## src/core/pca_params.svh

```systemverilog
// Offsets, field positions, reset values and limits of the proximity calibration block
`ifndef PCA_PARAMS_SVH
`define PCA_PARAMS_SVH
// ==========================================================
// Register offsets
`define PCA_ADDR_CAL_CFG 8'hD9
`define PCA_ADDR_CAL_STAT 8'hDC
`define PCA_ADDR_INT_EN 8'hDD
`define PCA_ADDR_FAC_LO 8'hE6
`define PCA_ADDR_FAC_HI 8'hE7
`define PCA_ADDR_TEST 8'hF9
// ==========================================================
// Reset values
`define PCA_RST_CAL_CFG 8'h50
`define PCA_RST_INT_EN 8'h00
`define PCA_RST_TEST 8'h0C
// ==========================================================
// Field positions
`define PCA_CFG_TGT_HI 7
`define PCA_CFG_TGT_LO 5
`define PCA_CFG_AUTO_BIT 3
`define PCA_CFG_AVG_HI 2
`define PCA_CFG_AVG_LO 0
`define PCA_STAT_ADJ_BIT 2
`define PCA_EN_KEEP_MASK 8'hFC
// ==========================================================
// Limits and search constants
`define PCA_AVG_MAX_CODE 3'h4
`define PCA_AUTO_LIMIT 3
`define PCA_OFS_BIAS 9'h100
`define PCA_SAR_TOP 4'h8
`endif

```

## src/core/pca_pkg.sv

```systemverilog
// Types shared by the proximity calibration block
package pca_pkg;
  // ==========================================================
  // Sequencer states, one-hot
  typedef enum logic [4:0] {
    S_IDLE  = 5'b00001,
    S_PULSE = 5'b00010,
    S_CONV  = 5'b00100,
    S_AVG   = 5'b01000,
    S_STORE = 5'b10000
  } pca_state_t;
  // Byte register request from the serial engine
  typedef struct packed {
    logic wr;
    logic rd;
    logic [7:0] addr;
    logic [7:0] wdata;
  } pca_reg_req_t;
  // Interrupt sources held in the main status register
  typedef struct packed {
    logic light_sat;
    logic near_sat;
    logic near_thr;
    logic light_thr;
    logic zero_det;
  } pca_src_flags_t;
endpackage

```

## src/core/pca_avg.sv

```systemverilog
// Power-of-two sample averager for proximity conversions
`timescale 1ns/1ps
`include "pca_params.svh"
module pca_avg #(
  parameter int RES_W = 10
) (
  input wire logic clk_in,
  input wire logic rst_b_in,
  input wire logic clr_in,
  input wire logic smp_valid_in,
  input wire logic [RES_W-1:0] smp_data_in,
  input wire logic [2:0] avg_code_in,
  output logic avg_valid_out,
  output logic [RES_W-1:0] avg_data_out
);
  // ==========================================================
  // Result width must match the sequencer it serves
  if (RES_W < 9 || RES_W > 16) begin : g_bad_width
    $error("pca_avg: RES_W must lie in 9..16");
  end
  // Set size decode
  logic [RES_W+3:0] acc_reg; // Running sum, room for 16 samples
  logic [4:0] cnt_reg; // Samples taken in this set
  logic [2:0] shift_w; // Divide as a right shift
  logic [4:0] total_w; // Samples per set
  logic [RES_W+3:0] sum_w; // Sum including this sample
  logic last_w; // This sample closes the set
  // Reserved codes fall back to single samples rather than guess a size
  assign shift_w = (avg_code_in <= `PCA_AVG_MAX_CODE) ? avg_code_in : 3'h0;
  assign total_w = 5'h01 << shift_w;
  assign sum_w = acc_reg + {4'h0, smp_data_in};
  assign last_w = (cnt_reg + 5'h01) == total_w;
  // ==========================================================
  // Accumulate and divide
  always_ff @(posedge clk_in or negedge rst_b_in) begin
    if (!rst_b_in) begin
      acc_reg <= '0;
      cnt_reg <= 5'h00;
      avg_valid_out <= 1'b0;
      avg_data_out <= '0;
    end else begin
      avg_valid_out <= 1'b0;
      if (clr_in) begin
        // Drop a partial set when a new measurement begins
        acc_reg <= '0;
        cnt_reg <= 5'h00;
      end else if (smp_valid_in) begin
        if (last_w) begin
          avg_data_out <= RES_W'(sum_w >> shift_w);
          avg_valid_out <= 1'b1;
          acc_reg <= '0;
          cnt_reg <= 5'h00;
        end else begin
          acc_reg <= sum_w;
          cnt_reg <= cnt_reg + 5'h01;
        end
      end
    end
  end
endmodule

```

## src/core/pca_top.sv

```systemverilog
// Proximity calibration, averaging, auto offset and interrupt enable logic
//
// Functional notes
// Target code 0..7 gives 3..511; reset 2.
// Calibration aims result at selected target baseline.
// Auto adjust decrements offset on low result.
// Each auto decrement sets the adjusted flag.
// Flag clears on write-one or enable off.
// Average code 0 off, 1..4 give 2..16.
// Every sample emits full programmed pulse count.
// Finished average goes straight to result.
// Status bit 0 mirrors calibration interrupt flag.
// Enables 7,6 gate light/near saturation.
// Enables 5,4 gate near/light threshold.
// Enables 3,2 calibration/zero; 1:0 read zero.
// Host keeps config bit 4 at one.
// Host writes 0x06 to test register.
// Factory registers are read-only bytes.
// Calibration searches signed offset toward target.
// Completion loads offset, raises calibration flag.
// Offset is sign plus eight-bit magnitude.
// Interrupt output while enabled flag set.
// Average by power-of-two sum and shift.
`timescale 1ns/1ps
`include "pca_params.svh"
module pca_top #(
  parameter int RES_W = 10,
  parameter logic [7:0] FACTORY_LOW = 8'h00, // Arbitrary value
  parameter logic [7:0] FACTORY_HIGH = 8'h00 // Arbitrary value
) (
  input wire logic clk_in,
  input wire logic rst_b_in,
  input wire pca_pkg::pca_reg_req_t reg_req_in,
  output logic [7:0] reg_rdata_out,
  input wire logic measure_start_in,
  input wire logic cal_start_in,
  input wire logic [5:0] pulse_count_in,
  output logic emitter_pulse_out,
  output logic adc_start_out,
  input wire logic adc_done_in,
  input wire logic [RES_W-1:0] adc_data_in,
  input wire pca_pkg::pca_src_flags_t src_flags_in,
  input wire logic cal_flag_clear_in,
  output logic [RES_W-1:0] near_result_out,
  output logic result_valid_out,
  output logic [7:0] near_offset_magnitude_out,
  output logic near_offset_sign_out,
  output logic calibration_irq_flag_out,
  output logic irq_out,
  output logic busy_out
);
  // ==========================================================
  // Elaboration checks
  if (RES_W < 9 || RES_W > 16) begin : g_bad_width
    $error("pca_top: RES_W must lie in 9..16");
  end

  // ==========================================================
  // Reset release
  logic rst_meta_reg; // First stage, read only by the second
  logic rst_b; // Synchronised reset
  always_ff @(posedge clk_in or negedge rst_b_in) begin
    if (!rst_b_in) begin
      rst_meta_reg <= 1'b0;
      rst_b <= 1'b0;
    end else begin
      rst_meta_reg <= 1'b1;
      rst_b <= rst_meta_reg;
    end
  end

  // ==========================================================
  // Register storage
  logic [7:0] cfg_reg; // Calibration configuration
  logic [7:0] int_en_reg; // Interrupt enables
  logic [7:0] test_reg; // Test trim byte
  logic adj_flag_reg; // Offset decremented flag
  logic cal_flag_reg; // Calibration interrupt flag
  logic [2:0] calib_target_sel; // Target code
  logic auto_offset_decrement_en; // Auto adjust enable
  logic [2:0] sample_average_count; // Averaging code
  assign calib_target_sel = cfg_reg[`PCA_CFG_TGT_HI:`PCA_CFG_TGT_LO];
  assign auto_offset_decrement_en = cfg_reg[`PCA_CFG_AUTO_BIT];
  assign sample_average_count = cfg_reg[`PCA_CFG_AVG_HI:`PCA_CFG_AVG_LO];

  // Address decode
  logic hit_cfg, hit_stat, hit_en, hit_fl, hit_fh, hit_test;
  assign hit_cfg = reg_req_in.addr == `PCA_ADDR_CAL_CFG;
  assign hit_stat = reg_req_in.addr == `PCA_ADDR_CAL_STAT;
  assign hit_en = reg_req_in.addr == `PCA_ADDR_INT_EN;
  assign hit_fl = reg_req_in.addr == `PCA_ADDR_FAC_LO;
  assign hit_fh = reg_req_in.addr == `PCA_ADDR_FAC_HI;
  assign hit_test = reg_req_in.addr == `PCA_ADDR_TEST;

  // Status byte: bit 2 adjusted flag, bit 0 calibration mirror
  logic [7:0] stat_w;
  assign stat_w = {5'h00, adj_flag_reg, 1'b0, cal_flag_reg};

  // Read mux; unmapped offsets read zero
  logic [7:0] rd_mux;
  assign rd_mux = hit_cfg ? cfg_reg :
                  hit_stat ? stat_w :
                  hit_en ? int_en_reg :
                  hit_fl ? FACTORY_LOW :
                  hit_fh ? FACTORY_HIGH :
                  hit_test ? test_reg : 8'h00;

  // Host writes; factory bytes have no write path
  always_ff @(posedge clk_in or negedge rst_b) begin
    if (!rst_b) begin
      cfg_reg <= `PCA_RST_CAL_CFG;
      int_en_reg <= `PCA_RST_INT_EN;
      test_reg <= `PCA_RST_TEST;
      reg_rdata_out <= 8'h00;
    end else begin
      if (reg_req_in.wr && hit_cfg) begin
        cfg_reg <= reg_req_in.wdata;
      end
      if (reg_req_in.wr && hit_en) begin
        int_en_reg <= reg_req_in.wdata & `PCA_EN_KEEP_MASK;
      end
      if (reg_req_in.wr && hit_test) begin
        test_reg <= reg_req_in.wdata;
      end
      if (reg_req_in.rd) begin
        reg_rdata_out <= rd_mux;
      end
    end
  end

  // ==========================================================
  // Sequencer and datapath
  pca_pkg::pca_state_t state_reg;
  logic cal_active_reg; // Measurement belongs to calibration
  logic [8:0] trial_reg; // Biased trial offset, 256 means zero
  logic [3:0] bit_idx_reg; // Bit under test in the search
  logic [5:0] pulse_cnt_reg; // Pulses sent for this sample
  logic [7:0] ofs_mag_reg; // Stored offset magnitude
  logic ofs_sign_reg; // Stored offset sign
  logic avg_valid; // Averager set finished
  logic [RES_W-1:0] avg_data; // Averager output

  // Biased value to sign/magnitude; -256 clips to -255
  function automatic logic [8:0] to_sm(input logic [8:0] b);
    logic [8:0] neg;
    neg = `PCA_OFS_BIAS - b;
    if (b[8]) begin
      to_sm = {1'b0, b[7:0]};
    end else if (b == 9'h000) begin
      to_sm = 9'h1FF;
    end else begin
      to_sm = {1'b1, neg[7:0]};
    end
  endfunction

  // Offset in use: trial during calibration, else stored
  logic [8:0] trial_sm;
  logic use_sign;
  logic [7:0] use_mag;
  assign trial_sm = to_sm(trial_reg);
  assign use_sign = cal_active_reg ? trial_sm[8] : ofs_sign_reg;
  assign use_mag = cal_active_reg ? trial_sm[7:0] : ofs_mag_reg;

  // Offset applied to the raw sample, clamped to the result range
  logic signed [RES_W+1:0] ofs_s, sum_s;
  logic [RES_W-1:0] corr_w;
  assign ofs_s = use_sign ? -$signed({{(RES_W-6){1'b0}}, use_mag}) :
                 $signed({{(RES_W-6){1'b0}}, use_mag});
  assign sum_s = $signed({2'b00, adc_data_in}) + ofs_s;
  assign corr_w = sum_s[RES_W+1] ? '0 : sum_s[RES_W] ? '1 : sum_s[RES_W-1:0];

  // Target 2^(code+2)-1 as the no-object baseline
  logic [RES_W-1:0] cal_target;
  assign cal_target = RES_W'((16'h0004 << calib_target_sel) - 16'h0001);

  // Successive approximation step
  logic [8:0] kept_w, next_trial_w, bit_mask_w;
  assign bit_mask_w = 9'h001 << bit_idx_reg;
  // Keep the bit only while the result stays at or below target
  assign kept_w = (avg_data > cal_target) ? (trial_reg & ~bit_mask_w) : trial_reg;
  assign next_trial_w = kept_w | (bit_mask_w >> 1);
  logic [8:0] final_sm;
  assign final_sm = to_sm(kept_w);

  // Auto decrement: one count lower in signed terms
  logic dec_evt;
  logic [7:0] dec_mag;
  logic dec_sign;
  assign dec_evt = state_reg == pca_pkg::S_STORE && !cal_active_reg &&
                   auto_offset_decrement_en &&
                   avg_data < RES_W'(`PCA_AUTO_LIMIT);
  // Saturate at -255 so the magnitude never wraps
  assign dec_sign = ofs_sign_reg | (ofs_mag_reg == 8'h00);
  assign dec_mag = !dec_sign ? ofs_mag_reg - 8'h01 :
                   (ofs_mag_reg == 8'hFF) ? 8'hFF : ofs_mag_reg + 8'h01;

  logic cal_finish;
  assign cal_finish = state_reg == pca_pkg::S_STORE && cal_active_reg &&
                      bit_idx_reg == 4'h0;

  pca_avg #(.RES_W(RES_W)) u_avg (
    .clk_in(clk_in),
    .rst_b_in(rst_b),
    .clr_in(state_reg == pca_pkg::S_IDLE),
    .smp_valid_in(state_reg == pca_pkg::S_CONV && adc_done_in),
    .smp_data_in(corr_w),
    .avg_code_in(sample_average_count),
    .avg_valid_out(avg_valid),
    .avg_data_out(avg_data)
  );

  // Main sequencer
  always_ff @(posedge clk_in or negedge rst_b) begin
    if (!rst_b) begin
      state_reg <= pca_pkg::S_IDLE;
      cal_active_reg <= 1'b0;
      trial_reg <= `PCA_OFS_BIAS;
      bit_idx_reg <= `PCA_SAR_TOP;
      pulse_cnt_reg <= 6'h00;
      emitter_pulse_out <= 1'b0;
      adc_start_out <= 1'b0;
      near_result_out <= '0;
      result_valid_out <= 1'b0;
      busy_out <= 1'b0;
    end else begin
      adc_start_out <= 1'b0;
      result_valid_out <= 1'b0;
      emitter_pulse_out <= 1'b0;
      case (state_reg)
        pca_pkg::S_IDLE: begin
          // Calibration wins over a plain measurement
          if (cal_start_in) begin
            cal_active_reg <= 1'b1;
            trial_reg <= `PCA_OFS_BIAS;
            bit_idx_reg <= `PCA_SAR_TOP;
            state_reg <= pca_pkg::S_PULSE;
            busy_out <= 1'b1;
          end else if (measure_start_in) begin
            state_reg <= pca_pkg::S_PULSE;
            busy_out <= 1'b1;
          end
        end
        pca_pkg::S_PULSE: begin
          // High one cycle, low one cycle, per pulse
          if (!emitter_pulse_out) begin
            emitter_pulse_out <= 1'b1;
          end else if (pulse_cnt_reg == pulse_count_in) begin
            pulse_cnt_reg <= 6'h00;
            adc_start_out <= 1'b1;
            state_reg <= pca_pkg::S_CONV;
          end else begin
            pulse_cnt_reg <= pulse_cnt_reg + 6'h01;
          end
        end
        pca_pkg::S_CONV: begin
          if (adc_done_in) begin
            state_reg <= pca_pkg::S_AVG;
          end
        end
        pca_pkg::S_AVG: begin
          // Another sample unless the set just closed
          state_reg <= avg_valid ? pca_pkg::S_STORE : pca_pkg::S_PULSE;
        end
        pca_pkg::S_STORE: begin
          if (!cal_active_reg) begin
            near_result_out <= avg_data;
            result_valid_out <= 1'b1;
            state_reg <= pca_pkg::S_IDLE;
            busy_out <= 1'b0;
          end else if (cal_finish) begin
            cal_active_reg <= 1'b0;
            state_reg <= pca_pkg::S_IDLE;
            busy_out <= 1'b0;
          end else begin
            trial_reg <= next_trial_w;
            bit_idx_reg <= bit_idx_reg - 4'h1;
            state_reg <= pca_pkg::S_PULSE;
          end
        end
        default: begin
          state_reg <= pca_pkg::S_IDLE;
          cal_active_reg <= 1'b0;
          busy_out <= 1'b0;
        end
      endcase
    end
  end

  // ==========================================================
  // Offset, flags and interrupt
  logic adj_w1c; // Host writes one to the adjusted bit
  assign adj_w1c = reg_req_in.wr && hit_stat && reg_req_in.wdata[`PCA_STAT_ADJ_BIT];
  logic [7:0] irq_vec;
  assign irq_vec = {src_flags_in.light_sat, src_flags_in.near_sat,
                    src_flags_in.near_thr, src_flags_in.light_thr,
                    cal_flag_reg, src_flags_in.zero_det, 2'b00} & int_en_reg;

  // Events win over clears in the same cycle
  always_ff @(posedge clk_in or negedge rst_b) begin
    if (!rst_b) begin
      ofs_mag_reg <= 8'h00;
      ofs_sign_reg <= 1'b0;
      adj_flag_reg <= 1'b0;
      cal_flag_reg <= 1'b0;
      irq_out <= 1'b0;
    end else begin
      if (cal_finish) begin
        ofs_sign_reg <= final_sm[8];
        ofs_mag_reg <= final_sm[7:0];
      end else if (dec_evt) begin
        ofs_sign_reg <= dec_sign;
        ofs_mag_reg <= dec_mag;
      end
      adj_flag_reg <= dec_evt | (adj_flag_reg && !adj_w1c && auto_offset_decrement_en);
      cal_flag_reg <= cal_finish | (cal_flag_reg && !cal_flag_clear_in);
      irq_out <= |irq_vec;
    end
  end
  assign near_offset_magnitude_out = ofs_mag_reg;
  assign near_offset_sign_out = ofs_sign_reg;
  assign calibration_irq_flag_out = cal_flag_reg;

  logic [6:0] hp_cnt_reg; // Pulses seen since the last conversion start
  always_ff @(posedge clk_in or negedge rst_b) begin
    if (!rst_b) begin
      hp_cnt_reg <= 7'h00;
    end else begin
      hp_cnt_reg <= adc_start_out ? 7'h00 : hp_cnt_reg + {6'h00, emitter_pulse_out};
    end
  end
endmodule

```

## config.mk

```make
export PLATFORM = sky130hd
export DESIGN_NAME = pca_top
export DESIGN_NICKNAME = d
export VERILOG_FILES = /design/src/core/pca_pkg.sv /design/src/core/pca_avg.sv /design/src/core/pca_top.sv
export VERILOG_INCLUDE_DIRS = /design/src /design/src/core
export SDC_FILE = /design/constraint.sdc
export NUM_CORES = 1
export LEC_CHECK = 0
export BUFFER_PORTS_ARGS = -buffer_cell sky130_fd_sc_hd__buf_4
export CAP_MARGIN = 0
export CORE_MARGIN = 4
export CORE_UTILIZATION = 31
export CTS_CLUSTER_SIZE = 24
export DETAILED_ROUTE_END_ITERATION = 10
export HOLD_SLACK_MARGIN = 0.08
export MAX_ROUTING_LAYER = met4
export PLACE_DENSITY = 0.54
export RECOVER_POWER = 25
export SLEW_MARGIN = 20
export SYNTH_ARGS = -nofsm -noshare
export SYNTH_HDL_FRONTEND = slang
export SYNTH_HIERARCHICAL = 1
export SYNTH_SLANG_ARGS = --single-unit
export TNS_END_PERCENT = 20
```

## constraint.sdc

```tcl
create_clock -name clk_in -period 5.7 [get_ports clk_in]
set_clock_uncertainty 0.2 [all_clocks]
set_input_delay 0.855 -clock clk_in [delete_from_list [all_inputs] [get_ports clk_in]]
set_output_delay 0.855 -clock clk_in [all_outputs]
set_load 0.005 [all_outputs]
```

---- Yosys cells after proc, flatten, opt, wreduce, memory -nomap -nowiden ----
Index checks and enable logic that the tools add are counted.
storage, ports and cells
  input port bits ......................... 45
  output and inout port bits .............. 33
  bits in registers ....................... 113
  logic and storage cells ................. 174
operators by class
  reductions and logical operators ........ 33
  mux-type cells .......................... 66
  add/sub/neg operators ................... 11
  shift operators ......................... 4
  equality and inequality tests ........... 22
  order comparisons ....................... 3
  bitwise operators ....................... 10
operators by type and width
  operator               number
  $mux 8                 13
  $eq 8x8->1 const B     7
  $mux 9                 6
  $mux 5                 9
  $mux 14                3
  $pmux 5 s5             1
  $mux 1                 20
  $mux 10                2
  $logic_not 9->1        2
  $pmux 9 s2             1
  $sub 1x8->8 const A    2
  $add 14x10->14         1
  $logic_and 1x1->1      14
  $shr 14x3->10          1
  $add 11x12->12         1
  $mux 12                1
  $mux 4                 3
  $ne 2x2->1 const B     6
  $neg 8->12             1
  $gt 10x10->1           1
  $lt 10x2->1 const B    1
  $shl 3x3->10 const A   1
  $sub 10x1->10 const B  1
  $and 9x9->9            1
  other kinds (35)       50

---- Longest topological paths before layout ----
Gate-level depths: netlist of the first run.
  word-level depth ........................ 13
  depth in mapped cells ................... 27
  gate-level depth less buffers ........... 27

---- By module ----
Netlist of the first run, hierarchy kept.
modules (own cells, without submodules)
  module   times used  sequential area each (µm²)  cells each  area an instance (µm²)
  pca_top  1           2,085.8                     635         5,791.8
  pca_avg  1           750.7                       270         2,448.6

---- Worst setup path before layout of the first run ----
No wires, ideal clock.
  path kind ............................... register -> register
  start point ............................. reg trial_reg[0]
  end point ............................... reg u_avg.avg_data_out[5]
  stages on the path, launching flop included .. 26
  slack ................................... -0.288 ns
  path buffers ............................ 0
  data required time ...................... 5.435 ns
  period minus slack after synthesis ...... 5.988 ns
  library setup time ...................... 0.065 ns
  data arrival time ....................... 5.723 ns
  cells stage by stage .................... dfrtp_1 > inv_1 > ha_1 > or3b_1 > a21oi_2 > o22ai_2 > nor4_4 > and2b_1 > nor2_1 > xnor2_1 > ha_1 > or2_2 > o41ai_1 > nand2b_1 > a21oi_1 > xnor2_4 > a21oi_2 > ha_1 > fa_1 > a211oi_1 > o21ai_1 > a31oi_1 > xnor2_1 > a21oi_1 > a2111oi_0 > a211o_1
on the way
  longest elaborated chain between the ends .. 11
  elaborated cells between the ends (all ways) .. 12
  classes of those cells .................. add/sub (4); shift (1); mux (6); reduce/logical (1)
RTL lines
  item                                                             line            source
  start, declared                                                  pca_top.sv:135  logic [8:0] trial_reg;
  start signal, assigned                                           pca_top.sv:217  trial_reg <= `PCA_OFS_BIAS;
  start signal, assigned                                           pca_top.sv:234  trial_reg <= `PCA_OFS_BIAS;
  start signal, assigned                                           pca_top.sv:275  trial_reg <= next_trial_w;
  $sub 1x8->8 (no source line) or $logic_not 9->1 (tied branches)  -
  $mux 8                                                           pca_top.sv:149  end else if (b == 9'h000) begin
  $mux 9 *                                                         pca_top.sv:147  if (b[8]) begin
  $mux 8 *                                                         pca_top.sv:162  assign use_mag = cal_active_reg ? trial_sm[7:0] : ofs_mag_reg;
  $neg 8->12                                                       pca_top.sv:167  assign ofs_s = use_sign ? -$signed({{(RES_W-6){1'b0}}, use_mag}) :
  $mux 12 *                                                        pca_top.sv:167
  $add 11x12->12 *                                                 pca_top.sv:169  assign sum_s = $signed({2'b00, adc_data_in}) + ofs_s;
  $mux 10                                                          pca_top.sv:170  assign corr_w = sum_s[RES_W+1] ? '0 : sum_s[RES_W] ? '1 : sum_s[RES_W-1:0];
  $mux 10 *                                                        pca_top.sv:170
  named net corr_w[0]                                              pca_top.sv:166  logic [RES_W-1:0] corr_w;
  $add 14x10->14 *                                                 pca_avg.sv:31   assign sum_w = acc_reg + {4'h0, smp_data_in};
  $shr 14x3->10 *                                                  pca_avg.sv:49   avg_data_out <= RES_W'(sum_w >> shift_w);
  end signal, assigned                                             pca_avg.sv:49
  end, declared                                                    pca_avg.sv:14   output logic [RES_W-1:0] avg_data_out
The timed path passes the listed nets; every way through them passes the cells marked *.
A chain may end at the register's enable or synchronous reset.

---- Worst setup path after layout of the first run ----
  start point ............................. reg trial_reg[1]
  end point ............................... reg u_avg.avg_data_out[4]
Same word-level chain as after synthesis.

==> results of run 1 <==
==> cells by family (layout without fill, tap and decap cells) <==
group | Yosys count | after routing | share of synthesized area (%)
xor gates and xnor gates | 43 | 43 | 4.80
buffers and inverters | 70 | 266 | 3.75
other | 1 | 2 | 0.0455
DFF | 113 | 113 | 34.4
muxes | 47 | 47 | 6.73
and+or+nand+nor | 316 | 316 | 21.1
adders and majority gates | 43 | 43 | 6.65
AOI/OAI and AO/OA | 272 | 272 | 22.5
==> final timing paths <==
check,end,cells after the start,from
worst max-delay path,u_avg/avg_data_out[4],28,trial_reg[1]
max in group asynchronous,test_reg[3],1,rst_b
worst min-delay path,rst_b,0,rst_meta_reg
worst min register to register,rst_b,0,rst_meta_reg
worst max register to register,u_avg/avg_data_out[4],28,trial_reg[1]
min in group asynchronous,rst_meta_reg,2,rst_b_in
==> layer usage <==
layer / vias to the layer above / share of wire [%]
met4: 0 / 0.89
li1: 3730 / -
met2: 164 / 46
met1: 3647 / 49
met5: - / 0
met3: 13 / 4.2
==> power by group through the flow <==
stage / Clock, W / Sequential (W) / Combinational (W)
finish: 0.00107 / 0.000918 / 0.00308
CTS: 0.00110 / 0.000921 / 0.00277
global placement: 0 / 0.000934 / 0.00257
global route: 0.00113 / 0.000930 / 0.00335
floorplan: 0 / 0.000915 / 0.00156
detailed placement: 0 / 0.000934 / 0.00257
==> layout make-up <==
class	instances	area (um^2)	area share [%]
clock inverters	15	160	1.45
clock buffers	17	425	3.86
well taps	335	419	3.80
repair buffers	205	1550	14.1
inverters	29	111	1.01
multi-input cells	723	5510	50.1
flip-flops and latches	113	2840	25.7
==> stage by stage <==
| stage | hold WS, ns | utilization (%) | worst slack [ns] | power, W |
|---|---|---|---|---|
| 2_1_floorplan | 0.131 | - | -0.0212 | 0.00248 |
| 3_3_place_gp | 0.135 | 37.9 | -0.313 | 0.00350 |
| 3_5_place_dp | 0.149 | 37.9 | -0.394 | 0.00350 |
| 4_1_cts | 0.168 | 40.9 | -0.174 | 0.00478 |
| 5_1_grt | 0.166 | 42.2 | -0.338 | 0.00542 |
| 6_report | 0.164 | 42.2 | -0.00118 | 0.00507 |
==> cell usage in the layout, fill, tap and decap left out, types with 12 or more instances in the layout <==
cell	n
and3_1	12
o21ai_0	51
inv_1	24
nor3_1	21
nand2_1	75
clkbuf_16	17
mux2_2	37
a22o_1	15
nand3_1	19
ha_1	33
dfrtp_1	106
o31ai_1	14
a21oi_2	14
nand2b_1	18
nor2_1	66
xor2_1	16
xnor2_1	22
buf_4	197
nor2b_1	16
a21oi_1	59
==> repair_timing <==
action                     in CTS  in global routing
pin swaps                      25                 30
hold endpoints to repair        2                  0
hold buffers                    1                  0
setup endpoints to repair      13                 17
resized for setup              35                 46
setup buffers                   8                  8
cloned                          0                  1
==> metrics.txt, run 1 <==
startpoint types=register; Net Sw Frac=40.0%; routed vias/inst=5.26; max incr delay on CP=0.48 ns; overall routed net length=about 23000 um; Synth cell types=96; global-route track usage on met3=under 10%; share of flip-flops with an asynchronous set or reset=100%; Synth Register Bits=113; most common flop cell mapped by yosys=dfrtp_1; DRT antenna net count=0; Worst Setup End Kind=register; Setup WS post-layout=-0.00118 ns; failing checks=capacitance limit, slew limit, setup timing; CTS buffer count=17; drt drc=0; CTS Buffer Depth=2; number of flops mapped to enable cells by yosys=0; Seq/Total Area, Yosys=between 30% and 40%; YS warnings=6; Wirelength per Cell=16.4 um; worst skew pair latency=between 0.4 and 0.5 ns; Slew HR=-97.4%; Non-Filler Instances=1437; most common library cells after synthesis=dfrtp_1, nand2_1, a21oi_1; Site Rows=59; total global-route track usage=16.7%; cell family contributing the most delay on the critical path=simple AND/OR/NAND/NOR gates; dpl hpwl=17300 um; CP bufs+invs=3; I/O pins=slightly below 80; vias in the first global route=7331; combinational share of power=60.8%; clk slew on worst S/H paths=about 0.07 ns; DRT Pass-1 Iters=5; fillers=2597; ant diodes=0; top post-synthesis cells by area=dfrtp_1, ha_1, mux2_2; cell count after synthesis=905; CTS Sinks=113; Final Critical Period=5.70 ns; M2 GR Usage=approximately a quarter; Mapped Avg Cell Area=9.11 um^2; layout cells sized above 1=34.4%; DIE HEIGHT=171 um; final hold violation count=0; CTS tree=done; max-slew violations=between 70 and 80; post-synth top area share=32.2%; final setup TNS=-0.00118 ns; cell area after synthesis=a little over 0.008 mm^2; critical path data required time=5.80 ns; P per Cell Area=around 460 mW/mm^2; MaxCap Viol Count=1; top-count cell post-synth=dfrtp_1; largest net degree at the start of global routing=71; Flop pwr share=18.1%; Worst Tran Pin Value=2.96 ns; via count=7554; Cell Area, Placed=0.00990 mm^2; Initial Utilization=about a third; Placed Cells=1387; area leader, netlist=dfrtp_1; die footprint=0.0293 mm^2; Layout Cell Area excl Fill=0.0110 mm^2; RD Place Congestion=0.874; H-tree Lvls=4; switching power=0.00203 W; port bufs=77; Largest register FFs=14; total grt overflow=0; internal power=0.00305 W; Core Area=0.0261 mm^2; Worst Path Max Fanout=6; first-pass GRT wire length=38400 um; r2r setup slk=-0.001 ns; final worst path period share=100%; Nets=1175; crit path DAT=a little under 6 ns; status=finished with violations; Die X=171 um; fmax=175 MHz; antenna violations before repair=0; GR Util met1=23.2%; leak pwr=5.00 nW; clock root buffer=clkbuf_16; class of the worst hold path=reg -> reg; endpoints failing setup=1; Clk network pwr share=approximately a fifth; RSZ-0062 raised after global routing=yes; Critical-path top delay cell=mux4_2; grt peak-use layer=met2; Area Overhead vs Synth=33.7%; critical path class=reg -> reg; initial DRC count=470; worst vdd ir=0.000268 V
Note: power is estimated with default switching activity, not from simulation.
==> run 2: changes to the inputs <==
--- a/config.mk
+++ b/config.mk
@@ -15,7 +15,7 @@
 export HOLD_SLACK_MARGIN = 0.08
 export MAX_ROUTING_LAYER = met4
 export PLACE_DENSITY = 0.54
-export RECOVER_POWER = 25
+export RECOVER_POWER = 50
 export SLEW_MARGIN = 20
 export SYNTH_ARGS = -nofsm -noshare
 export SYNTH_HDL_FRONTEND = slang
==> constraint.sdc (replaced) <==
create_clock -name clk_in -period 5.5 [get_ports clk_in]
set_clock_uncertainty 0.2 [all_clocks]
set_input_delay 0.825 -clock clk_in [delete_from_list [all_inputs] [get_ports clk_in]]
set_output_delay 0.825 -clock clk_in [all_outputs]
set_load 0.005 [all_outputs]
==> run 2 against run 1 <==
Net effect: the run still ends with capacitance limit, slew limit, setup timing left; total power increased by 3.9%; design area increased by 0.75%; hold slack got worse by 0.0055 ns; fmax decreased by 2.3%; worst setup slack got worse by 0.33 ns; first-iteration DRC count increased by 23%; critical endpoint is now u_avg/avg_data_out[7]; largest cell class unchanged; largest power group unchanged.
==> metrics.txt, run 2 (synthesis results as in run 1) <==
status=finished with violations (unchanged); failing checks=capacitance limit, slew limit, setup timing (unchanged); endpoints failing setup=13 (was 1); largest net degree at the start of global routing=65 (was 71); CTS buffer count=17 (unchanged); overall routed net length=23800 um (was 23500 um); fmax=171 MHz (was 175 MHz); ant diodes=0 (unchanged); Area Overhead vs Synth=34.7% (was 33.7%); crit path DAT=5.93 ns (was 5.80 ns); clk slew on worst S/H paths=0.06 ns (was 0.07 ns); Critical-path top delay cell=or4b_4 (was mux4_2); Reg-to-Reg Start=trial_reg[0] (was trial_reg[1]); routed vias/inst=5.26 (about the same); clock root buffer=clkbuf_16 (unchanged); r2r setup slk=-0.33 ns (was -0.001 ns); crit path launch=trial_reg[0] (was trial_reg[1]); R2R depth=25 (was 28); DRT antenna net count=0 (unchanged); Cell Area, Placed=0.0101 mm^2 (was 0.00990 mm^2); total global-route track usage=17.0% (was 16.7%); via count=7671 (was 7554); total grt overflow=0 (unchanged); final hold violation count=0 (unchanged); hold_sp=rst_meta_reg (unchanged); commonest non-fill, non-tap cell in the layout=buf_4 (unchanged); Slew HR=-38.4% (was -97.4%); Wirelength per Cell=16.3 um (was 16.4 um); P per Cell Area=475 mW/mm^2 (was 461 mW/mm^2); critical path data required time=5.60 ns (was 5.80 ns); dpl hpwl=17600 um (was 17300 um); max incr delay on CP=0.56 ns (was 0.48 ns); Worst Tran Pin Value=2.08 ns (was 2.96 ns); critical path class=reg -> reg (unchanged); die footprint=0.0293 mm^2 (unchanged); Hold Path Stages=0 (unchanged); RSZ-0062 raised after global routing=yes (unchanged); class of the worst hold path=reg -> reg (unchanged); r2r endpoint=u_avg/avg_data_out[7] (was u_avg/avg_data_out[4]); cell family contributing the most delay on the critical path=compound AO/OA/AOI/OAI gates (was simple AND/OR/NAND/NOR gates); I/O pins=78 (unchanged); final worst path period share=106% (was 100%); Final Critical Period=5.83 ns (was 5.70 ns); leak pwr=5.07 nW (was 5.00 nW); worst skew pair latency=0.42 ns (about the same); most frequent CP cell=a21oi_2; layout cells sized above 1=34.6% (was 34.4%); Largest register FFs=14 (unchanged); Initial Utilization=31.5% (unchanged); max-slew violations=114 (was 71); Worst Path Max Fanout=8 (was 6); CTS Buffer Depth=2 (unchanged); worst vdd ir=0.000277 V (was 0.000268 V); fillers=2567 (was 2597); DIE HEIGHT=171 um (unchanged); DRT Pass-1 Iters=5 (unchanged); first-pass GRT wire length=39100 um (was 38400 um); H-tree Lvls=4 (unchanged); commonest non-fill, non-tap cells in the layout=buf_4, dfrtp_1, nand2_1 (unchanged); CP bufs+invs=2 (was 3); final setup TNS=-2.88 ns (was -0.00118 ns); vias in the first global route=7549 (was 7331); antenna violations before repair=0 (unchanged); RD Place Congestion=0.857 (was 0.874); CTS Sinks=113 (unchanged); Worst Setup End Kind=register (unchanged); Core Area=0.0261 mm^2 (unchanged); initial DRC count=579 (was 470); port bufs=77 (unchanged); CTS tree=done (unchanged); Nets=1195 (was 1175); drt drc=0 (unchanged); MaxCap Viol Count=2 (was 1); hold worst-path end=rst_b (unchanged); Setup WS post-layout=-0.334 ns (was -0.00118 ns); startpoint types=register (unchanged); Layout Cell Area excl Fill=0.0111 mm^2 (was 0.0110 mm^2); Die X=171 um (unchanged); Site Rows=59 (unchanged)
-- run 2: changes by cell type in the layout (fill, tap and decap cells not counted), sizes merged --
cell,delta
clkbuf,+32
inv,-6
clkinv,+6
buf,-12
-- run 2: worst max path at each step --
| stage | to | slack [ns] | depth (start not counted) |
|---|---|---|---|
| floorplan | u_avg/avg_data_out[6] | -0.12 | 25 |
| global placement | u_avg/avg_data_out[7] | -0.47 | 25 |
| CTS | u_avg/avg_data_out[4] | -0.32 | 28 |
| global route | u_avg/avg_data_out[6] | -0.64 | 26 |
| detailed placement | u_avg/avg_data_out[7] | -0.50 | 25 |
| finish | u_avg/avg_data_out[7] | -0.33 | 25 |
-- run 2: metrics by stage --
step,util (%),hold slack [ns],power [W],setup WS (ns),instances
global route,42.5,0.166,0.00566,-0.636,1457
detailed placement,38.8,0.151,0.00389,-0.505,1408
floorplan,-,0.131,0.00263,-0.121,906
global placement,38.8,0.137,0.00389,-0.470,1408
CTS,41.9,0.164,0.00516,-0.321,1452
finish,42.5,0.159,0.00527,-0.334,1457
-- run 2: what timing repair did --
action	in CTS	in global routing
buffers inserted	11	5
setup endpoints to repair	17	21
gates cloned	0	0
hold buffers	1	0
endpoints found under the hold margin	2	0
gates resized for setup	34	24
pin swaps	38	31
-- run 2: final cells by class --
cell class	instances	area [um^2]	share of cell area, %
inverter	29	109	0.981
clock inverter	15	151	1.36
sequential	113	2840	25.6
clock buffer	17	425	3.83
tap	335	419	3.78
multi-input combinational	723	5480	49.3
timing repair buffer	225	1680	15.2
-- run 2: worst reg2reg max path, delay by kind of cell, from the launching register on --
| kind | cells | cell delay (ns) |
|---|---|---|
| AO/OA/AOI/OAI | 12 | 2.32 |
| AND/OR/NAND/NOR | 7 | 1.66 |
| adder cells (fa/ha/maj) | 3 | 0.76 |
| flip-flops | 1 | 0.38 |
| buffers and inverters | 2 | 0.23 |
| XOR/XNOR | 1 | 0.16 |
-- run 2: routing by layer --
metal / wire (um) / share of wire, % / global-route usage [%]
met5: 0 / 0 / -
met4: 337 / 1.4 / 4.99
met3: 972 / 4.1 / 2.24
met2: 10700 / 45 / 25.7
met1: 11700 / 49 / 23.9
-- run 2: power breakdown --
part	internal [W]	switching (W)	leakage, nW
Clock	0.000634	0.000448	0.279
Sequential	0.000882	0.0000723	1.47
Combinational	0.00171	0.00153	3.32
Total	0.00322	0.00205	5.07
